==> src/core/rsb_consts.vh <==
// register offsets, field positions and reset values of the status bank
`ifndef RSB_CONSTS_VH
`define RSB_CONSTS_VH
`define RSB_ADDR_GAIN 8'h0e
`define RSB_ADDR_STRENGTH 8'h0f
`define RSB_ADDR_PAGED 8'h10
`define RSB_ADDR_MSEL 8'h11
`define RSB_ADDR_TEST 8'h12
`define RSB_ADDR_VERSION 8'h13
`define RSB_ADDR_IRQ_STATUS 8'h20
`define RSB_ADDR_IRQ_MASK 8'h21
`define RSB_PAGE_LEVEL 3'h0
`define RSB_PAGE_VCO 3'h1
`define RSB_PAGE_CAL 3'h2
`define RSB_PAGE_PILOT 3'h3
`define RSB_PAGE_HI 16
`define RSB_PAGE_LO 14
`define RSB_MSEL_NONE 3'h0
`define RSB_MSEL_MIXER_A 3'h1
`define RSB_MSEL_ADC_PIN 3'h3
`define RSB_MSEL_RF_LEVEL 3'h4
`define RSB_MSEL_SUPPLY 3'h7
`define RSB_RESET_MSEL 8'h00
`define RSB_RESET_TEST 24'h000000
`define RSB_RESET_MASK 8'h00
`define RSB_IRQ_RX_START 0
`define RSB_IRQ_TX_START 1
`define RSB_IRQ_RF_LOST 2
`define RSB_IRQ_PLL_LOST 3
`define RSB_IRQ_OSC_LOST 4
`define RSB_IRQ_BITS 5
`endif

==> src/core/rsb_sync.v <==
// two flip-flop synchroniser for a bus of asynchronous levels
`timescale 1ns/1ns
module rsb_sync #(
  parameter WIDTH = 1
) (
  input wire CLOCK,
  input wire RST_B,
  input wire [WIDTH-1:0] D,
  output reg [WIDTH-1:0] Q
);
  reg [WIDTH-1:0] meta;

  always @(posedge CLOCK or negedge RST_B) begin
    if (!RST_B) begin
      meta <= {WIDTH{1'b0}};
      Q <= {WIDTH{1'b0}};
    end else begin
      meta <= D;
      Q <= meta;
    end
  end
endmodule

==> src/core/rsb_status_bank.v <==
// reader front end status register bank with paged status and interrupt
`timescale 1ns/1ns
`include "rsb_consts.vh"
// Summary of operation
// - gain step in bits 6:4, bit 7 zero
// - bit 3 shows decoder input A or B
// - decoder input held from reception until next reception
// - bits 2:0 rf, synth, crystal ready
// - upper strength nibble is Q channel
// - lower strength nibble is I channel
// - strength held from reception until next reception
// - page 0 shows input levels A, B
// - page 1 shows VCO status
// - VCO range bits 7:4, type bit 3
// - VCO pin voltage in bits 2:0
// - page 2 shows filter calibration
// - highpass bits 7:4, lowpass bits 3:0
// - page 3 shows pilot frequency
// - pilot frequency fills all eight bits
// - measurement source select in bits 2:0
module rsb_status_bank #(
  parameter [7:0] VERSION = 8'h5a // arbitrary value
) (
  input wire CLOCK,
  input wire RST_B,
  input wire [7:0] ADDR,
  input wire [7:0] WDATA,
  input wire WR,
  input wire RD,
  output reg [7:0] RDATA,
  output wire IRQ,
  input wire [2:0] GAIN_STEP,
  input wire DECODER_IN_B,
  input wire RF_LEVEL_STABLE,
  input wire SYNTH_LOCKED,
  input wire OSC_STABLE,
  input wire [3:0] STRENGTH_I,
  input wire [3:0] STRENGTH_Q,
  input wire [2:0] LEVEL_A,
  input wire [2:0] LEVEL_B,
  input wire [3:0] VCO_RANGE_INFO,
  input wire VCO_TYPE_1800,
  input wire [2:0] VCO_PIN_VOLTAGE,
  input wire [3:0] HIGHPASS_CAL_RESULT,
  input wire [3:0] LOWPASS_CAL_RESULT,
  input wire [7:0] PILOT_FREQ,
  input wire RX_ACTIVE,
  input wire TX_ACTIVE,
  output wire [2:0] MEAS_SOURCE,
  output wire [23:0] TEST_SETTING
);
  // ----------------------------------------
  // input synchronisation
  // ----------------------------------------
  localparam SW = 47;
  wire [SW-1:0] raw = {GAIN_STEP, DECODER_IN_B, RF_LEVEL_STABLE,
    SYNTH_LOCKED, OSC_STABLE, STRENGTH_I, STRENGTH_Q, LEVEL_A, LEVEL_B,
    VCO_RANGE_INFO, VCO_TYPE_1800, VCO_PIN_VOLTAGE, HIGHPASS_CAL_RESULT,
    LOWPASS_CAL_RESULT, PILOT_FREQ, RX_ACTIVE, TX_ACTIVE};
  wire [SW-1:0] s;

  rsb_sync #(.WIDTH(SW)) u_sync (
    .CLOCK(CLOCK),
    .RST_B(RST_B),
    .D(raw),
    .Q(s)
  );

  wire [2:0] gain_step = s[46:44];
  wire decoder_in_b = s[43];
  wire rf_level_stable = s[42];
  wire synth_locked = s[41];
  wire osc_stable = s[40];
  wire [3:0] strength_i = s[39:36];
  wire [3:0] strength_q = s[35:32];
  wire [2:0] level_a = s[31:29];
  wire [2:0] level_b = s[28:26];
  wire [3:0] vco_range_info = s[25:22];
  wire vco_type_1800 = s[21];
  wire [2:0] vco_pin_voltage = s[20:18];
  wire [3:0] highpass_cal_result = s[17:14];
  wire [3:0] lowpass_cal_result = s[13:10];
  wire [7:0] pilot_freq = s[9:2];
  wire rx_active = s[1];
  wire tx_active = s[0];

  // one-cycle events from level changes of synchronised inputs
  function went_high;
    input cur;
    input prev;
    begin
      went_high = cur & ~prev;
    end
  endfunction

  function went_low;
    input cur;
    input prev;
    begin
      went_low = ~cur & prev;
    end
  endfunction

  // ----------------------------------------
  // link phase tracking
  // ----------------------------------------
  localparam [3:0] PH_IDLE = 4'b0001;
  localparam [3:0] PH_RECEIVE = 4'b0010;
  localparam [3:0] PH_HOLD = 4'b0100;
  localparam [3:0] PH_SEND = 4'b1000;
  reg [3:0] phase;
  reg [3:0] next_phase;

  // transmission start closes the window of valid reception values
  always @* begin
    next_phase = phase;
    case (phase)
      PH_IDLE: begin
        if (tx_active) begin
          next_phase = PH_SEND;
        end else if (rx_active) begin
          next_phase = PH_RECEIVE;
        end
      end
      PH_RECEIVE: begin
        if (tx_active) begin
          next_phase = PH_SEND;
        end else if (!rx_active) begin
          next_phase = PH_HOLD;
        end
      end
      PH_HOLD: begin
        if (tx_active) begin
          next_phase = PH_SEND;
        end else if (rx_active) begin
          next_phase = PH_RECEIVE;
        end
      end
      PH_SEND: begin
        if (!tx_active) begin
          next_phase = rx_active ? PH_RECEIVE : PH_IDLE;
        end
      end
      default: begin
        next_phase = PH_IDLE;
      end
    endcase
  end

  always @(posedge CLOCK or negedge RST_B) begin
    if (!RST_B) begin
      phase <= PH_IDLE;
    end else begin
      phase <= next_phase;
    end
  end

  wire capture = next_phase == PH_RECEIVE;

  // ----------------------------------------
  // reception capture
  // ----------------------------------------
  reg rx_prev;
  reg tx_prev;
  reg held_in_b;
  reg [3:0] held_i;
  reg [3:0] held_q;
  wire rx_start = went_high(rx_active, rx_prev);
  wire tx_start = went_high(tx_active, tx_prev);

  // values tracked while receiving, frozen after until next reception
  always @(posedge CLOCK or negedge RST_B) begin
    if (!RST_B) begin
      rx_prev <= 1'b0;
      tx_prev <= 1'b0;
      held_in_b <= 1'b0;
      held_i <= 4'h0;
      held_q <= 4'h0;
    end else begin
      rx_prev <= rx_active;
      tx_prev <= tx_active;
      if (capture) begin
        held_in_b <= decoder_in_b;
        held_i <= strength_i;
        held_q <= strength_q;
      end
    end
  end

  // ----------------------------------------
  // writable registers
  // ----------------------------------------
  reg [7:0] meas_select;
  reg [23:0] test_setting;
  reg [7:0] irq_mask;

  always @(posedge CLOCK or negedge RST_B) begin
    if (!RST_B) begin
      meas_select <= `RSB_RESET_MSEL;
      test_setting <= `RSB_RESET_TEST;
      irq_mask <= `RSB_RESET_MASK;
    end else if (WR) begin
      // read-only offsets fall through untouched
      case (ADDR)
        `RSB_ADDR_MSEL: begin
          meas_select <= {4'h0, WDATA[3:0]};
        end
        `RSB_ADDR_TEST: begin
          test_setting <= {test_setting[15:0], WDATA};
        end
        `RSB_ADDR_IRQ_MASK: begin
          irq_mask <= {3'h0, WDATA[4:0]};
        end
        default: begin
          meas_select <= meas_select;
        end
      endcase
    end
  end

  assign MEAS_SOURCE = meas_select[2:0];
  assign TEST_SETTING = test_setting;

  // ----------------------------------------
  // interrupt status
  // ----------------------------------------
  reg rf_prev;
  reg pll_prev;
  reg osc_prev;
  reg [7:0] irq_status;
  wire [7:0] irq_event;
  wire status_read = RD && (ADDR == `RSB_ADDR_IRQ_STATUS);

  assign irq_event = {3'h0, went_low(osc_stable, osc_prev),
    went_low(synth_locked, pll_prev), went_low(rf_level_stable, rf_prev),
    tx_start, rx_start};

  // set wins over read clear
  always @(posedge CLOCK or negedge RST_B) begin
    if (!RST_B) begin
      rf_prev <= 1'b0;
      pll_prev <= 1'b0;
      osc_prev <= 1'b0;
      irq_status <= 8'h00;
    end else begin
      rf_prev <= rf_level_stable;
      pll_prev <= synth_locked;
      osc_prev <= osc_stable;
      irq_status <= (status_read ? 8'h00 : irq_status) | irq_event;
    end
  end

  assign IRQ = |(irq_status & irq_mask);

  // ----------------------------------------
  // read decode
  // ----------------------------------------
  wire [2:0] page = test_setting[`RSB_PAGE_HI:`RSB_PAGE_LO];

  function [7:0] paged_value;
    input [2:0] sel;
    begin
      case (sel)
        `RSB_PAGE_LEVEL: begin
          paged_value = {2'h0, level_a, level_b};
        end
        `RSB_PAGE_VCO: begin
          paged_value = {vco_range_info, vco_type_1800, vco_pin_voltage};
        end
        `RSB_PAGE_CAL: begin
          paged_value = {highpass_cal_result, lowpass_cal_result};
        end
        `RSB_PAGE_PILOT: begin
          paged_value = pilot_freq;
        end
        default: begin
          paged_value = 8'h00;
        end
      endcase
    end
  endfunction

  // gain and readiness word, reserved top bit reads zero
  function [7:0] gain_word;
    input [2:0] step;
    input in_b;
    input [2:0] ready;
    begin
      gain_word = {1'b0, step, in_b, ready};
    end
  endfunction

  reg [7:0] next_rdata;

  always @* begin
    next_rdata = 8'h00;
    case (ADDR)
      `RSB_ADDR_GAIN: begin
        next_rdata = gain_word(gain_step, held_in_b,
          {rf_level_stable, synth_locked, osc_stable});
      end
      `RSB_ADDR_STRENGTH: begin
        next_rdata = {held_q, held_i};
      end
      `RSB_ADDR_PAGED: begin
        next_rdata = paged_value(page);
      end
      `RSB_ADDR_MSEL: begin
        next_rdata = meas_select;
      end
      `RSB_ADDR_TEST: begin
        next_rdata = test_setting[7:0];
      end
      `RSB_ADDR_VERSION: begin
        next_rdata = VERSION;
      end
      `RSB_ADDR_IRQ_STATUS: begin
        next_rdata = irq_status;
      end
      `RSB_ADDR_IRQ_MASK: begin
        next_rdata = irq_mask;
      end
      default: begin
        next_rdata = 8'h00;
      end
    endcase
  end

  always @(posedge CLOCK or negedge RST_B) begin
    if (!RST_B) begin
      RDATA <= 8'h00;
    end else if (RD) begin
      RDATA <= next_rdata;
    end else begin
      RDATA <= 8'h00;
    end
  end
endmodule

==> config.mk <==
export PLATFORM = sky130hd
export DESIGN_NAME = rsb_status_bank
export DESIGN_NICKNAME = d
export VERILOG_FILES = /design/src/core/rsb_sync.v /design/src/core/rsb_status_bank.v
export VERILOG_INCLUDE_DIRS = /design/src /design/src/core
export SDC_FILE = /design/constraint.sdc
export NUM_CORES = 1
export LEC_CHECK = 0
export ABC_CLOCK_PERIOD_IN_PS = 1700
export BUFFER_PORTS_ARGS = -buffer_cell sky130_fd_sc_hd__buf_2
export CORE_ASPECT_RATIO = 1.25
export CORE_MARGIN = 1.5
export CORE_UTILIZATION = 49
export DETAILED_ROUTE_END_ITERATION = 7
export PLACE_DENSITY = 0.8
export SYNTH_ARGS = -nofsm -noshare
export SYNTH_HDL_FRONTEND = slang
export SYNTH_SLANG_ARGS = --single-unit
==> constraint.sdc <==
create_clock -name CLOCK -period 1.7 [get_ports CLOCK]
set_input_delay 0.085 -clock CLOCK [delete_from_list [all_inputs] [get_ports CLOCK]]
set_output_delay 0.085 -clock CLOCK [all_outputs]
set_load 0.03 [all_outputs]
==> metrics.cfg <==
[placed_design]
numPortBuffers = 102
globalplace.congestion = 0.8071
post-place-cells = 579
post-place-ws_ns = 0.01114
dp.final_hpwl_mm = 7.659

[cts]
clk_pin_slew_ns = 0.07
post-cts-setup-buffers = 0
cts-root-to-sink-buffers = 2
cts.root.buffer_cell = sky130_fd_sc_hd__clkbuf_16
tritoncts = yes
worst_skew_pair_later_pin_latency_ns = 0.42
numCtsBuffers = 17
clock-sinks = 158
cts_max_level = 4

[routing]
drc_errors = 0
dr.pass1.iters = 5
avgRoutedWirePerCell_um = 18.50
final_antenna_net_count = 0
drt-total-wl_mm = 12.36
via_count = 3534
viasPerCell = 5.290
detailedRoute.firstIterationViolations = 231

[logic_synthesis]
share_of_synthesized_flip_flops_with_an_asynchronous_set_or_reset_pct = 100.0
commonest_cells_post_synth = sky130_fd_sc_hd__dfrtp_1, sky130_fd_sc_hd__mux2_2, sky130_fd_sc_hd__mux2_4, sky130_fd_sc_hd__o21ai_0, sky130_fd_sc_hd__and3_1
yosys.area_share.adder_pct = 0
post_synth_instance_area_um2 = 5554
count_of_synthesis_stage_warnings_from_yosys = 0
yosys.area.top_type_share_pct = 70.74
synth-simple-area-share_pct = 6.353
synth.lib_cells_used.distinct = 50
muxShareOfSynthArea_pct = 14.06
synth_top_family_by_area = multiplexers
yosys.cell_count.top_type = sky130_fd_sc_hd__dfrtp_1
parity_gate_share_of_the_synthesized_area_counting_xor_and_xnor_cells_pct = 0.4731
post_synth.cell_area_avg_um2 = 16.68
mappedNetlistNets = 400
ys.flop_type = sky130_fd_sc_hd__dfrtp_1
dominant_cell_type_by_area_after_synthesis = sky130_fd_sc_hd__dfrtp_1
synth.yosys.seq_area_share_pct = 71.21
synth_seq_cells = 158
post_synthesis_cells = 333
post_synth_main_area_contributors = sky130_fd_sc_hd__dfrtp_1, sky130_fd_sc_hd__mux2_2, sky130_fd_sc_hd__mux2_4, sky130_fd_sc_hd__mux4_2, sky130_fd_sc_hd__a22o_1
number_of_enable_type_register_cells_in_the_synthesized_netlist = 0
synth_compound_gate_area_share_pct = 5.722

[sta]
final_min_period_ns = 1.699
fmaxAchievable_mhz = 588.6
setup_repair_after_global_routing_missed_its_margin = true
timing_max_transition_violations_final = 0
slew_headroom_pct = 61.38
fin_worst_setup_slack_ns = 0.001149
setup_violation_total_in_the_final_timing_report = 0
worst_pin_slew_ns = 0.5755
finalHoldWorstSlack_ns = 0.09067
finClkSkew_ns = 0.007740
layout_worst_path_cycle_share_pct = 99.93
hold_viol = 0

[critical_path]
cp_max_fo = 10
timing.critical_path.buf_inv = 1
crit_family = simple AND/OR/NAND/NOR gates
reg2reg_setup_slack_ns = 0.001
cp_cell_sequence = or4_4 > a21oi_4 > buf_12 > mux2_2
critPathSlowestCell = sky130_fd_sc_hd__or4_4
arr_time_crit_path_ns = 2.00
worst-setup-path-type = flip-flop to flip-flop
max_stage_delay_ns = 0.56
critPathLaunchType = flip-flop
required_ns = 2.00
endpoint_kind = flip-flop

[die]
die_y_um = 122.0
start_util_pct = 50.11
placeableCoreArea_um2 = 11080
ports_placed_on_the_boundary = 103
design.die.area_um2 = 11990
core.rowCount = 43
fp.dieW_um = 98.23

[finish]
final.fill_count = 714
fin_cells = 668
drive_gt1_share_pct = 41.84
area_growth_pct = 36.83
multi_input_comb_area_um2 = 1489
finalNetCount = 587
diodes = 0
final-seq-area_um2 = 3956

[grt]
gr_overflow_total = 0
initial_antenna_violation_count = 0
grt_first_pass_wirelength_mm = 19.91
grt_start_max_net_pins = 63
via_count_of_the_first_global_routing_pass = 3698
grt_util_all_layers_pct = 22.63

[power_and_ir_drop]
pwr_total_mw = 9.159
vdd_ir_drop_max_uv = 972.2
power_density_nw_per_um2 = 1205
p_leak_nw = 3.685

[flow_run]
cap_viol_max_count = 0

[run_status]
run_status = completed

[hold_path]
hp-class = primary input to flip-flop

[path summary, 6_finish.rpt]
check                          startpoint           end  cells after the start
max                              phase[2]     held_q[3]                      4
min                               ADDR[7]      RDATA[2]                      4
max reg2reg                      phase[2]     held_q[3]                      4
min reg2reg                u_sync.meta[2]   u_sync.Q[2]                      0
max in group asynchronous           RST_B      RDATA[1]                      3
min in group asynchronous           RST_B  u_sync.Q[10]                      2
[worst register-to-register path, cell delays in order (launching register included)]
cell and delay (ns):
sky130_fd_sc_hd__dfrtp_1 0.39, sky130_fd_sc_hd__or4_4 0.56, sky130_fd_sc_hd__a21oi_4 0.16, sky130_fd_sc_hd__buf_12 0.14, sky130_fd_sc_hd__mux2_2 0.34
[cell families after synthesis]
logic type,count (synthesis)
buffers and inverters,21
flip-flops,158
XOR/XNOR,3
AND/OR/NAND/NOR,49
AO/OA/AOI/OAI,45
multiplexers,57
[through the flow]
stage	cell area (um2)	util, %	setup TNS [ns]
after floorplan	5559	-	-0.2510
after global placement	6380	57.56	-0.03365
after detailed placement	6380	57.56	0
after CTS	7591	68.49	0
after global routing	7600	68.57	-0.2071
final	7600	68.57	0
[registers in the layout (all words and copies together) (netlist names), 5 cells and up]
name,cells
RDATA,8
TEST_SETTING,24
irq_mask,5
irq_status,5
u_sync.Q,47
u_sync.meta,47
[report_power, final]
group	total [mW]	switching [mW]	internal, mW
Clock	4.03	1.62	2.41
Sequential	4.22	0.165	4.05
Combinational	0.909	0.414	0.495
[per-layer routing]
layer	vias to the layer above	track usage, %	share of wire (%)
li1	1573	-	-
met1	1762	27.77	38
met2	171	38.58	52
met3	28	5.565	6.6
met4	0	9.419	2.7
met5	-	0	0
[area by class of cell]
| type | instances | share of cell area (%) |
|---|---|---|
| clock buffer | 18 | 5.779 |
| clock inverter | 14 | 2.601 |
| inverter | 8 | 0.3951 |
| multi-input combinational | 154 | 19.59 |
| sequential | 158 | 52.06 |
| tap | 135 | 2.223 |
| timing repair buffer | 181 | 17.35 |
[cells in the final DEF, fill, tap and decap left out, types with 5 or more instances in the layout]
cell type and instances:
sky130_fd_sc_hd__inv_1 8, sky130_fd_sc_hd__nand2_1 6, sky130_fd_sc_hd__and3_1 9, sky130_fd_sc_hd__mux4_2 6, sky130_fd_sc_hd__mux2_4 22, sky130_fd_sc_hd__nor2_1 5, sky130_fd_sc_hd__clkbuf_16 17, sky130_fd_sc_hd__a22o_1 7
sky130_fd_sc_hd__a22oi_1 7, sky130_fd_sc_hd__buf_2 101, sky130_fd_sc_hd__a21oi_1 5, sky130_fd_sc_hd__dlygate4sd3_1 57, sky130_fd_sc_hd__buf_12 5, sky130_fd_sc_hd__o21ai_0 9, sky130_fd_sc_hd__dfrtp_1 156, sky130_fd_sc_hd__mux2_2 26
sky130_fd_sc_hd__buf_4 16
[timing repair]
item / 4_1_cts / 5_1_grt
setup endpoints to repair: 5 / 10
pin swaps: 1 / 0
gates resized for setup: 2 / 3
hold buffers: 57 / 0
hold endpoints to repair: 122 / 0
Note: power is estimated with default switching activity, not from simulation.
